### src/logic/mwe_consts.svh
// constants for the mfm write encoder buffer, skip and precompensation logic
`ifndef MWE_CONSTS_SVH
`define MWE_CONSTS_SVH

// ----------------------------------------
// buffer and skip counting
// ----------------------------------------
`define MWE_BUF_DEPTH 2
`define MWE_SKIP_CNT_W 3
// cell index (first 1 bit = 0) whose clock pulse is deleted
`define MWE_SKIP_CELL 3'h5

// ----------------------------------------
// precompensation window {last clk, last data, clk, data}
// ----------------------------------------
`define MWE_AHEAD_TAIL 3'h6
`define MWE_BEHIND_TAIL 3'h3
`define MWE_AHEAD_FULL 4'h1
`define MWE_BEHIND_FULL 4'h8

`endif

### src/logic/mwe_pkg.sv
// types shared by the mfm write encoder
package mwe_pkg;

    // ----------------------------------------
    // pin bundle, sampled through two flip-flops
    // ----------------------------------------
    typedef struct packed {
        logic nrz_in;
        logic bit_clk;
        logic double_rate_clock;
        logic skip_arm;
        logic precomp_gate;
        logic transfer_req_strobe;
        logic service_req_strobe;
        logic master_clear_n;
        logic select_n;
        logic addr_bit_low;
        logic addr_bit_high;
    } mwe_pins_s;

    // ----------------------------------------
    // one encoded bit cell held in the buffer
    // ----------------------------------------
    typedef struct packed {
        logic clk_pulse;
        logic data_pulse;
        logic ahead;
        logic behind;
    } mwe_cell_s;

    typedef enum logic [1:0] {
        SK_IDLE,
        SK_ARMED,
        SK_COUNT
    } mwe_skip_e;

endpackage

### src/logic/mwe_top.sv
// mfm write encoder with precompensation, skip logic and request latches
`include "mwe_consts.svh"

module mwe_top
    import mwe_pkg::*;
#(
    parameter int DEPTH = `MWE_BUF_DEPTH
) (
    // clock and reset
    input wire logic ref_clk,
    input wire logic rst,
    // encoder pins
    input wire logic nrz_in,
    input wire logic bit_clk,
    input wire logic double_rate_clock,
    input wire logic skip_arm,
    input wire logic precomp_gate,
    // encoder outputs
    output logic mfm_out,
    output logic shift_ahead,
    output logic shift_behind,
    output logic shift_none,
    output logic enc_ready,
    // request latch pins
    input wire logic transfer_req_strobe,
    input wire logic service_req_strobe,
    input wire logic master_clear_n,
    input wire logic select_n,
    input wire logic addr_bit_low,
    input wire logic addr_bit_high,
    // request outputs
    output logic transfer_request_n,
    output logic service_request_n
);
    localparam int PW = (DEPTH > 1) ? $clog2(DEPTH) : 1;
    localparam logic [PW:0] FULL = (PW + 1)'(DEPTH);
    localparam logic [PW-1:0] LAST = PW'(DEPTH - 1);

    // ----------------------------------------
    // pin synchronisers and edge detection
    // ----------------------------------------
    mwe_pins_s pins, sync1_r, sync2_r, last_r;
    logic bit_fall, dr_fall, skip_rise, tfr_fall, svc_fall;

    assign pins = '{nrz_in, bit_clk, double_rate_clock, skip_arm, precomp_gate,
                    transfer_req_strobe, service_req_strobe, master_clear_n,
                    select_n, addr_bit_low, addr_bit_high};

    // sync1_r feeds only sync2_r; edges are seen on the second stage
    always_ff @(posedge ref_clk) begin
        if (rst) begin
            sync1_r <= '0;
            sync2_r <= '0;
            last_r <= '0;
        end else begin
            sync1_r <= pins;
            sync2_r <= sync1_r;
            last_r <= sync2_r;
        end
    end

    assign bit_fall = last_r.bit_clk & ~sync2_r.bit_clk;
    assign dr_fall = last_r.double_rate_clock & ~sync2_r.double_rate_clock;
    assign skip_rise = ~last_r.skip_arm & sync2_r.skip_arm;
    assign tfr_fall = last_r.transfer_req_strobe & ~sync2_r.transfer_req_strobe;
    assign svc_fall = last_r.service_req_strobe & ~sync2_r.service_req_strobe;

    // ----------------------------------------
    // encoder and skip logic
    // ----------------------------------------
    mwe_skip_e skip_st_r, skip_st_nxt;
    logic [`MWE_SKIP_CNT_W-1:0] skip_cnt_r, skip_cnt_nxt;
    logic prev_d_r, prev_d_nxt, prev_c_r, prev_c_nxt;
    logic suppress, clk_bit, dbit;
    logic [3:0] win;
    mwe_cell_s cell_in;

    // the deleted clock is the one of the fifth cell after the first 1
    assign suppress = (skip_st_r == SK_COUNT) && (skip_cnt_r == `MWE_SKIP_CELL);
    assign dbit = sync2_r.nrz_in;
    assign clk_bit = ~dbit & ~prev_d_r & ~suppress;
    assign win = {prev_c_r, prev_d_r, clk_bit, dbit};

    // one precomp choice per cell, applied to whichever pulse the cell has
    always_comb begin
        cell_in.clk_pulse = clk_bit;
        cell_in.data_pulse = dbit;
        cell_in.ahead = (win[2:0] == `MWE_AHEAD_TAIL) || (win == `MWE_AHEAD_FULL);
        cell_in.behind = (win[2:0] == `MWE_BEHIND_TAIL) || (win == `MWE_BEHIND_FULL);
    end

    // skip arms only on a rising skip_arm, so a held level never rearms
    always_comb begin
        skip_st_nxt = skip_st_r;
        skip_cnt_nxt = skip_cnt_r;
        prev_d_nxt = prev_d_r;
        prev_c_nxt = prev_c_r;
        if (bit_fall) begin
            prev_d_nxt = dbit;
            prev_c_nxt = clk_bit;
        end
        unique case (skip_st_r)
            SK_IDLE: begin
                if (skip_rise) begin
                    skip_st_nxt = SK_ARMED;
                end
            end
            SK_ARMED: begin
                // zero bits leave the armed state alone
                if (!sync2_r.skip_arm) begin
                    skip_st_nxt = SK_IDLE;
                end else if (bit_fall && dbit) begin
                    skip_st_nxt = SK_COUNT;
                    skip_cnt_nxt = `MWE_SKIP_CNT_W'(1);
                end
            end
            SK_COUNT: begin
                if (bit_fall) begin
                    if (suppress) begin
                        skip_st_nxt = SK_IDLE;
                    end else begin
                        skip_cnt_nxt = skip_cnt_r + `MWE_SKIP_CNT_W'(1);
                    end
                end
            end
        endcase
    end

    always_ff @(posedge ref_clk) begin
        if (rst) begin
            skip_st_r <= SK_IDLE;
            skip_cnt_r <= '0;
            prev_d_r <= 1'b0;
            prev_c_r <= 1'b0;
        end else begin
            skip_st_r <= skip_st_nxt;
            skip_cnt_r <= skip_cnt_nxt;
            prev_d_r <= prev_d_nxt;
            prev_c_r <= prev_c_nxt;
        end
    end

    // ----------------------------------------
    // cell buffer and double rate output stage
    // ----------------------------------------
    mwe_cell_s mem_r [DEPTH];
    mwe_cell_s cur;
    logic [PW-1:0] wr_r, wr_nxt, rd_r, rd_nxt;
    logic [PW:0] cnt_r, cnt_nxt;
    logic phase_r, phase_nxt, push, pop, pulse;
    logic mfm_nxt, ahead_nxt, behind_nxt, none_nxt, ready_nxt;

    // a full buffer refuses the cell; enc_ready warns the source first
    assign push = bit_fall && (cnt_r != FULL);
    assign pop = dr_fall && phase_r && (cnt_r != '0);
    assign cur = mem_r[rd_r];
    assign pulse = phase_r ? cur.data_pulse : cur.clk_pulse;

    // clock half first, then data half; idle cells give a quiet line
    always_comb begin
        wr_nxt = push ? ((wr_r == LAST) ? '0 : wr_r + PW'(1)) : wr_r;
        rd_nxt = pop ? ((rd_r == LAST) ? '0 : rd_r + PW'(1)) : rd_r;
        cnt_nxt = cnt_r + (PW + 1)'(push) - (PW + 1)'(pop);
        ready_nxt = (cnt_nxt != FULL);
        phase_nxt = phase_r;
        mfm_nxt = mfm_out;
        ahead_nxt = shift_ahead;
        behind_nxt = shift_behind;
        none_nxt = shift_none;
        if (dr_fall) begin
            phase_nxt = (cnt_r != '0) ? ~phase_r : 1'b0;
            mfm_nxt = (cnt_r != '0) && pulse;
            ahead_nxt = mfm_nxt && sync2_r.precomp_gate && cur.ahead;
            behind_nxt = mfm_nxt && sync2_r.precomp_gate && cur.behind;
            none_nxt = mfm_nxt && sync2_r.precomp_gate && !cur.ahead && !cur.behind;
        end
    end

    always_ff @(posedge ref_clk) begin
        if (push) begin
            mem_r[wr_r] <= cell_in;
        end
        if (rst) begin
            wr_r <= '0;
            rd_r <= '0;
            cnt_r <= '0;
            phase_r <= 1'b0;
            enc_ready <= 1'b1;
            mfm_out <= 1'b0;
            shift_ahead <= 1'b0;
            shift_behind <= 1'b0;
            shift_none <= 1'b0;
        end else begin
            wr_r <= wr_nxt;
            rd_r <= rd_nxt;
            cnt_r <= cnt_nxt;
            phase_r <= phase_nxt;
            enc_ready <= ready_nxt;
            mfm_out <= mfm_nxt;
            shift_ahead <= ahead_nxt;
            shift_behind <= behind_nxt;
            shift_none <= none_nxt;
        end
    end

    // ----------------------------------------
    // request latches
    // ----------------------------------------
    logic tfr_nxt, svc_nxt, mc_n, sel_n, a_hi, a_lo;

    assign mc_n = sync2_r.master_clear_n;
    assign sel_n = sync2_r.select_n;
    assign a_hi = sync2_r.addr_bit_high;
    assign a_lo = sync2_r.addr_bit_low;

    // master clear beats everything; decode clear and strobe set never coincide
    always_comb begin
        tfr_nxt = transfer_request_n;
        svc_nxt = service_request_n;
        if (!mc_n) begin
            tfr_nxt = 1'b1;
            svc_nxt = 1'b1;
        end else if (!sel_n) begin
            if (a_hi && a_lo) begin
                svc_nxt = 1'b1;
            end else if (!a_hi && !a_lo) begin
                tfr_nxt = 1'b1;
            end
        end else begin
            if (tfr_fall) begin
                tfr_nxt = 1'b0;
            end
            if (svc_fall) begin
                svc_nxt = 1'b0;
            end
        end
    end

    always_ff @(posedge ref_clk) begin
        if (rst) begin
            transfer_request_n <= 1'b1;
            service_request_n <= 1'b1;
        end else begin
            transfer_request_n <= tfr_nxt;
            service_request_n <= svc_nxt;
        end
    end
endmodule

### config.mk
export PLATFORM = sky130hd
export DESIGN_NAME = mwe_top
export DESIGN_NICKNAME = d
export VERILOG_FILES = /design/src/logic/mwe_pkg.sv /design/src/logic/mwe_top.sv
export VERILOG_INCLUDE_DIRS = /design/src /design/src/logic
export SDC_FILE = /design/constraint.sdc
export NUM_CORES = 1
export LEC_CHECK = 0
export ABC_AREA = 0
export BUFFER_PORTS_ARGS = -buffer_cell sky130_fd_sc_hd__buf_2
export CAP_MARGIN = 10
export CORE_MARGIN = 5
export CORE_UTILIZATION = 25
export CTS_CLUSTER_DIAMETER = 100
export CTS_CLUSTER_SIZE = 8
export DETAILED_ROUTE_END_ITERATION = 10
export PLACE_DENSITY_LB_ADDON = 0.3
export SLEW_MARGIN = 20
export SYNTH_ARGS = -nofsm -noshare
export SYNTH_HDL_FRONTEND = slang
export SYNTH_SLANG_ARGS = --single-unit
### constraint.sdc
create_clock -name ref_clk -period 2.1 [get_ports ref_clk]
set_clock_uncertainty 0.05 [all_clocks]
set_input_delay 0.105 -clock ref_clk [delete_from_list [all_inputs] [get_ports ref_clk]]
set_output_delay 0.105 -clock ref_clk [all_outputs]
set_load 0.01 [all_outputs]
==> impl_metrics.csv, run 1 <==
group,metric,value,unit
worst_setup_path,cp.required,2250,ps
yosys,ys_async_sr_fraction,0,%
timing,fin_crit,1940,ps
job,max_cap_violations,0,
timing,max_freq,514,MHz
yosys,syn_inst,175,
worst_setup_path,cp_cell_sequence,"nor2_1, nor3_2, xor2_1, ha_1, xor2_1, xnor2_1, or3_1",
floorplan,core_area,7770,um2
grt,grt_pass1_wl,5470,um
worst_setup_path,cpMaxStageDelayCell,"nor2_1",
clock_network,cts_tree,"yes",
worst_setup_path,path_class,"reg2reg",
yosys,syn-mean-instance-area,11.4,um2
timing,fin_hold_ws,320,ps
worst_setup_path,crit_path_start_kind,"flip-flop",
min_path,hold_class,"in2reg",
yosys,synth_cell_types,38,
timing,slew_headroom,47.0,%
clock_network,clock_sinks,55,
grt,grt_max_degree,47,
power,power_leakage,0.000915,uW
final_layout,fin_nets,227,
clock_network,clk_latency,310,ps
worst_setup_path,arrival,2090,ps
floorplan,boundaryPins,20,
clock_network,clock-root-buffer,"clkbuf_8",
power,power_density,753,nW/um2
clock_network,h-tree-depth,2,
final_layout,fillers,808,
worst_setup_path,critPathMaxStageDelay,370,ps
yosys,synth.cell_area,2000,um2
yosys,yosysWarnings,0,
final_layout,area_growth,21.4,%
timing,worst_pin_slew,796,ps
worst_setup_path,cp_max_fo,4,
floorplan,rows,32,
grt,grt-ovfl-total,0,
floorplan,start_util,25.7,%
routing,drt-total-wl,3050,um
run_status,status,"finished, final reports clean",
yosys,syn_nets,194,
routing,ant_nets,0,
final_layout,antennaDiodeCount,0,
worst_setup_path,cpMostUsedCell,"xor2_1",
routing,drtPass1Iterations,4,
timing,finalCritPeriodShare,92.6,%
clock_network,cts_buffers,5,
clock_network,post_cts_buffers,0,
grt,first_global_vias,1248,
timing,setup_viol,0,
timing,finalSetupTns,0,ps
final_layout,layout-drive-gt1-share,17.2,%
clock_network,clockBufferDepth,2,
routing,vias_per_cell,4.00,
worst_setup_path,endpoint_kind,"flip-flop",
yosys,ys_seq_area_share,59.1,%
timing,rsz0062_at_grt,"false",
yosys,ys_seq_elements,55,
grt,track_usage,6.82,%
place,gp_congestion,0.730,
timing,final_hold_viol_count,0,
floorplan,die_area,9880,um2
yosys,ys.flop_type,"dfxtp_1",
routing,vias,1244,
routing,wl_per_cell,9.80,um
routing,route.detailed.drc,0,
floorplan,die_h,99.4,um
timing,drv_slew,0,
power,ir_worst_vdd,0.347,mV
clock_network,path_clk_slew,110,ps
floorplan,die_w,99.4,um
place,port_buffers,19,
yosys,synth_edf_count,8,
routing,first_iter_violations,39,
place,dp_hpwl,2120,um
grt,antenna_found_initial,0,
## sequential cells by signal, indices dropped and copies added (netlist names), 2 cells and up, named ones only
signal,flops
sync1_r,11
mem_r,8
sync2_r,6
last_r,5
skip_cnt_r,3
cnt_r,2
skip_st_r,2
## timing repair
item                                    in CTS  in global routing
endpoints found under the hold margin       11                  0
hold buffers                                11                  0
gates resized for setup                      0                  1
endpoints found under the setup margin       0                  1
## final timing paths
path,startpoint,endpoint,slack (ps),cells after the start
max,cnt_r[1],enc_ready,160,7
min,rst,sync1_r[0],320,2
max reg2reg,cnt_r[1],enc_ready,160,7
min reg2reg,sync1_r[7],sync2_r[7],400,1
## kinds of logic (layout without fill, tap and decap cells)
| family | count (synthesis) | count (layout) | share of synthesized area [%] |
|---|---|---|---|
| buf+inv | 10 | 44 | 2.07 |
| compound gates | 19 | 19 | 8.08 |
| mux | 5 | 5 | 3.26 |
| fa+ha+maj | 6 | 6 | 3.76 |
| flops | 55 | 55 | 59.1 |
| xor+xnor | 5 | 5 | 2.19 |
| simple gates | 75 | 75 | 21.5 |
## Yosys cell counts (4+ instances only)
| cell type | number | area share [%] |
|---|---|---|
| nand2_1 | 5 | 0.94 |
| nor2b_1 | 31 | 9.7 |
| inv_1 | 4 | 0.75 |
| dfxtp_1 | 47 | 47 |
| ha_1 | 6 | 3.8 |
| nor2_1 | 15 | 2.8 |
| nand2b_1 | 8 | 2.5 |
| edfxtp_1 | 8 | 12 |
| a21oi_1 | 5 | 1.3 |
## where the power goes
group	switching [uW]	internal, uW	total [uW]	leakage, uW
clock network	367	254	621	0.0000522
logic	42.7	53.3	96.0	0.000402
registers	13.9	1100	1110	0.000461
## routing by layer
layer  track usage (%)  share of wire [%]  vias up
li1                  -                  -      657
met1              8.45                 49      562
met2              11.0                 45       20
met3              2.31                5.1        5
met4              2.52                1.2        0
met5                 0                  0        -
## metrics by stage
stage | util (%) | area (um2) | worst slack (ps) | std cells | total power [uW]
6_report | 31.2 | 2420 | 155 | 311 | 1830
5_1_grt | 31.2 | 2420 | 27.5 | 311 | 1920
4_1_cts | 31.1 | 2420 | 111 | 311 | 1860
3_5_place_dp | 28.4 | 2210 | 130 | 292 | 1220
3_3_place_gp | 28.4 | 2210 | 203 | 292 | 1210
2_1_floorplan | - | 2000 | 191 | 175 | 1190
## area by class of cell
type / instances / area, um2 / area share, %
clock inverters: 3 / 31.3 / 1.29
flip-flops and latches: 55 / 1180 / 48.7
clock buffers: 5 / 68.8 / 2.84
repair buffers: 32 / 220 / 9.09
inverters: 4 / 15.0 / 0.620
well taps: 102 / 128 / 5.27
multi-input cells: 110 / 779 / 32.2
## cell usage in the layout, fill, tap and decap left out, types with 3 or more instances in the layout
master         netlist  layout
dfxtp_1             47      47
nor2b_1             31      31
buf_2                0      19
nor2_1              15      15
dlygate4sd3_1        0      11
nand2b_1             8       8
edfxtp_1             8       8
ha_1                 6       6
a21oi_1              5       5
nand2_1              5       5
clkbuf_8             0       5
inv_1                4       4
and3_1               3       3
a32oi_1              3       3
xnor2_1              3       3
## worst max-delay path, delay by kind of cell, from the launching register on
kind	cells	cell delay, ps
simple gates	3	790
fa+ha+maj	1	200
xor+xnor	3	450
flops	1	350
(Power assumes the default switching activity.)
==> run 2: changes to the inputs <==
--- a/config.mk
+++ b/config.mk
@@ -9,6 +9,7 @@
 export ABC_AREA = 0
 export BUFFER_PORTS_ARGS = -buffer_cell sky130_fd_sc_hd__buf_2
 export CAP_MARGIN = 10
+export CORE_ASPECT_RATIO = 1.75
 export CORE_MARGIN = 5
 export CORE_UTILIZATION = 25
 export CTS_CLUSTER_DIAMETER = 100
==> run 2 against run 1 <==
Setup slack better by 32 ps; fmax is 1.7% higher; combinational power is 1% higher; via count is 3.0% higher; first-iteration DRC count is 28% higher; clock-buffer cell count is 2 higher; largest cell class unchanged.
==> impl_metrics.csv, run 2 (same netlist as run 1, synthesis figures left out) <==
group,metric,value,unit
run_status,status,"finished, final reports clean",
worst_setup_path,cpMostUsedCell,"xor2_1",
worst_setup_path,worstPathBufferInverterCount,0,
clock_network,cts_tree,"yes",
routing,vias_per_cell,4.28,
floorplan,die_h,128,um
timing,max_freq,523,MHz
clock_network,clockBufferDepth,2,
place,port_buffers,19,
worst_setup_path,crit_path_start_kind,"flip-flop",
timing,fin_hold_ws,340,ps
final_layout,antennaDiodeCount,0,
floorplan,die_area,9950,um2
routing,route.detailed.drc,0,
final_layout,area_growth,24.4,%
grt,track_usage,7.14,%
place,dpl_cell_area,2190,um2
floorplan,die_w,77.6,um
clock_network,h-tree-depth,2,
timing,fin_crit,1910,ps
floorplan,rows,43,
floorplan,start_util,25.4,%
grt,met3_usage,1.83,%
grt,use_met1,7.28,%
worst_setup_path,cp_cell_sequence,"nand2b_1, and2_1, xor2_1, ha_1, xor2_1, xnor2_1, or3_1",
grt,first_global_vias,1338,
grt,grt_util_met2,12.9,%
power,p_total,2110,uW
worst_setup_path,critical-path-top-delay-family,"simple AND/OR/NAND/NOR gates",
power,power_density,850,nW/um2
routing,first_iter_violations,50,
floorplan,core_area,7860,um2
routing,drtPass1Iterations,4,
routing,ant_nets,0,
timing,drv_slew,0,
timing,worst_pin_slew,785,ps
timing,slew_headroom,47.7,%
routing,vias,1281,
final_layout,layout-drive-gt1-share,17.7,%
timing,final_hold_viol_count,0,
grt,antenna_found_initial,0,
grt,grt_pass1_wl,5720,um
power,ir_worst_vdd,0.486,mV
worst_setup_path,path_class,"reg2reg",
worst_setup_path,cp_max_fo,3,
final_layout,fin_util,31.6,%
final_layout,fin_nets,227,
place,dp_hpwl,2310,um
worst_setup_path,cpMaxStageDelayCell,"dfxtp_1",
routing,drt-total-wl,3270,um
worst_setup_path,critPathMaxStageDelay,330,ps
routing,wl_per_cell,10.9,um
worst_setup_path,arrival,2030,ps
final_layout,final_area,2480,um2
final_layout,largest_reg_flops,11,
final_layout,reg_top3,"sync1_r: 11 flops, mem_r: 8 flops, sync2_r: 6 flops",
place,gp_congestion,0.770,
floorplan,boundaryPins,20,
clock_network,clock_sinks,55,
final_layout,regMostFlops,"sync1_r",
timing,rsz0062_at_grt,"false",
job,max_cap_violations,0,
final_layout,layout_common_cells,"dfxtp_1, nor2b_1, buf_2",
clock_network,clock-root-buffer,"clkbuf_16",
grt,grt-ovfl-total,0,
worst_setup_path,endpoint_kind,"flip-flop",
clock_network,cts_buffers,5,
timing,setup_viol,0,
worst_setup_path,cp.required,2220,ps
clock_network,clk_latency,280,ps
clock_network,path_clk_slew,70,ps
grt,grt_max_degree,47,
timing,finalCritPeriodShare,91.1,%
final_layout,final_common_cell,"dfxtp_1",
min_path,hold_class,"in2reg",
grt,grt.busiest_layer,"met2",
timing,finalSetupTns,0,ps
final_layout,fillers,803,
power,power_leakage,0.000949,uW
==> run 2: power breakdown <==
part           switching, uW  internal (uW)
logic                   43.7           53.4
registers               14.0           1100
clock network            352            551
total                    410           1700
==> run 2: routing by layer <==
| layer | vias to the layer above | routed length [um] |
|---|---|---|
| met1 | 593 | 1340 |
| met4 | 0 | 95 |
| met2 | 23 | 1720 |
| met3 | 8 | 113 |
| met5 | - | 0 |
| li1 | 657 | - |
==> run 2: what timing repair did <==
action	4_1_cts	5_1_grt
endpoints found under the hold margin	11	0
setup endpoints to repair	0	1
gates resized for setup	0	2
setup buffers	0	0
hold buffers	11	0
==> run 2: final timing paths <==
| kind | slack (ps) | depth (start not counted) | to | startpoint |
|---|---|---|---|---|
| worst min register to register | 390 | 1 | dbit | sync1_r[10] |
| worst min-delay path | 340 | 2 | prev_c_r | rst |
| worst max register to register | 190 | 7 | enc_ready | cnt_r[0] |
| worst max-delay path | 190 | 7 | enc_ready | cnt_r[0] |
==> run 2: worst reg2reg max path, stage by stage, from the launching register on <==
cell,delay (ps)
dfxtp_1,330
nand2b_1,210
and2_1,230
xor2_1,180
ha_1,200
xor2_1,150
xnor2_1,140
or3_1,310
==> run 2: final cells by class <==
class                      count  area [um2]  share of cell area [%]
clock buffer                   7         164                    6.60
clock inverter                 1        8.76                   0.353
timing repair buffer          32         220                    8.87
sequential                    55        1180                    47.6
tap                           90         113                    4.53
inverter                       4        15.0                   0.605
multi-input combinational    110         782                    31.5
==> run 2: per-stage QoR <==
stage	setup WS [ps]	std cells
2_1_floorplan	191	175
3_3_place_gp	172	280
3_5_place_dp	131	280
4_1_cts	116	299
5_1_grt	45.8	299
6_report	187	299
==> run 3: changes to the inputs <==
--- a/config.mk
+++ b/config.mk
@@ -15,7 +15,8 @@
 export CTS_CLUSTER_DIAMETER = 100
 export CTS_CLUSTER_SIZE = 8
 export DETAILED_ROUTE_END_ITERATION = 10
-export PLACE_DENSITY_LB_ADDON = 0.3
+export GPL_TIMING_DRIVEN = 0
+export PLACE_DENSITY_LB_ADDON = 0.1
 export SLEW_MARGIN = 20
 export SYNTH_ARGS = -nofsm -noshare
 export SYNTH_HDL_FRONTEND = slang
==> run 3 against run 2 <==
Clock-buffer cell count decreased by 1; total power decreased by 2.3%; via count increased by 3.1%; critical endpoint unchanged; flip-flop and latch count unchanged; global-route usage increased by 1.2 points; sequential power about the same; largest power group unchanged; sequential share of layout area about the same; largest cell class unchanged.
==> impl_metrics.csv, run 3 (same netlist as run 1, synthesis figures left out) <==
group,metric,value,unit
run_status,status,"finished, final reports clean",
timing,setup_viol,0,
routing,drt-total-wl,3770,um
place,dp_slack,-121,ps
place,dp_cells,283,
worst_setup_path,cpMaxStageDelayCell,"nor2_1",
clock_network,clock-root-buffer,"clkbuf_16",
routing,wl_per_cell,12.4,um
final_layout,regMostFlops,"sync1_r",
final_layout,fin_nets,231,
grt,antenna_found_initial,0,
worst_setup_path,crit_path_start_kind,"flip-flop",
grt,grt-ovfl-total,0,
grt,met3_usage,2.53,%
job,max_cap_violations,0,
grt,grt_max_degree,18,
final_layout,reg_top3,"sync1_r: 11 flops, mem_r: 8 flops, sync2_r: 6 flops",
power,power_leakage,0.000944,uW
place,dpl_cell_area,2200,um2
worst_setup_path,r2r_setup_slack,120,ps
place,gp_congestion,0.726,
worst_setup_path,cp.required,2230,ps
worst_setup_path,path_class,"reg2reg",
grt,track_usage,8.35,%
timing,worst_pin_slew,600,ps
final_layout,largest_reg_flops,11,
timing,finalCritPeriodShare,94.3,%
grt,grt_pass1_wl,6410,um
final_layout,antennaDiodeCount,0,
final_layout,final_common_cell,"dfxtp_1",
final_layout,area_growth,24.2,%
worst_setup_path,cp_max_fo,4,
routing,vias_per_cell,4.36,
timing,rsz0062_at_grt,"false",
clock_network,h-tree-depth,2,
power,ir_worst_vdd,0.465,mV
timing,slew_headroom,60.0,%
timing,final_hold_viol_count,0,
final_layout,instances_no_fill,303,
clock_network,cts_buffers,5,
routing,drtPass1Iterations,5,
worst_setup_path,cp_cell_sequence,"nor2_1, nor3_2, xor2_1, ha_1, xor2_1, xnor2_1, or3_1",
routing,first_iter_violations,17,
routing,route.detailed.drc,0,
place,port_buffers,18,
clock_network,cts_tree,"yes",
timing,drv_slew,0,
floorplan,rows,43,
final_layout,layout-drive-gt1-share,17.4,%
grt,use_met1,8.06,%
routing,ant_nets,0,
floorplan,die_w,77.6,um
floorplan,die_h,128,um
timing,fin_crit,1980,ps
timing,fin_ws,120,ps
power,power_density,831,nW/um2
final_layout,layout_common_cells,"dfxtp_1, nor2b_1, buf_2",
worst_setup_path,cpMostUsedCell,"xor2_1",
grt,grt_util_met2,15.6,%
worst_setup_path,critPathMaxStageDelay,380,ps
min_path,hold_class,"in2reg",
worst_setup_path,arrival,2110,ps
final_layout,final_area,2480,um2
floorplan,start_util,25.4,%
clock_network,clk_latency,290,ps
clock_network,clockBufferDepth,2,
floorplan,die_area,9950,um2
floorplan,core_area,7860,um2
grt,grt.busiest_layer,"met2",
routing,vias,1321,
grt,first_global_vias,1354,
clock_network,clock_sinks,55,
worst_setup_path,endpoint_kind,"flip-flop",
timing,max_freq,505,MHz
clock_network,path_clk_slew,70,ps
place,dp_hpwl,2810,um
floorplan,boundaryPins,20,
## run 3: report_power, final
part / internal (uW) / switching [uW] / total, uW
Combinational: 54.7 / 48.9 / 104
Sequential: 1100 / 14.5 / 1110
Clock: 478 / 371 / 848
## run 3: layout make-up
type	count	area [um2]
clock inverter	2	15.0
inverter	4	15.0
buffer	6	26.3
tap	90	113
timing repair buffer	30	205
fill	797	5370
multi-input combinational	110	787
sequential	55	1180
clock buffer	6	139
## run 3: what timing repair did
action / CTS / global route
hold buffers: 10 / 0
gates resized for setup: 3 / 0
buffers inserted: 0 / 2
endpoints found under the setup margin: 1 / 1
endpoints found under the hold margin: 10 / 0
## run 3: path summary, 6_finish.rpt
path	startpoint	cells past startpoint	endpoint
max	cnt_r[1]	7	enc_ready
min	skip_arm	2	sync1_r[7]
max reg2reg	cnt_r[1]	7	enc_ready
min reg2reg	sync1_r[8]	1	sync2_r[8]
## run 3: critical path, delay by kind of cell (launching register included)
family | cells | cell delay [ps]
xor gates and xnor gates | 3 | 470
DFF | 1 | 330
adders and majority gates | 1 | 200
and+or+nand+nor | 3 | 810
## run 3: per-layer routing
metal | part of all wire, % | vias to the layer above
li1 | - | 663
met1 | 37 | 628
met2 | 57 | 24
met3 | 4.0 | 6
met4 | 2.3 | 0
met5 | 0 | -
## run 3: stage by stage
step	TNS [ps]	utilization, %	total power, uW	hold slack (ps)
2_1_floorplan	0	-	1190	183
3_3_place_gp	-97.0	28.0	1220	264
3_5_place_dp	-121	28.0	1220	269
4_1_cts	0	31.4	2090	25.5
5_1_grt	0	31.6	2150	33.1
6_report	0	31.6	2060	10.6
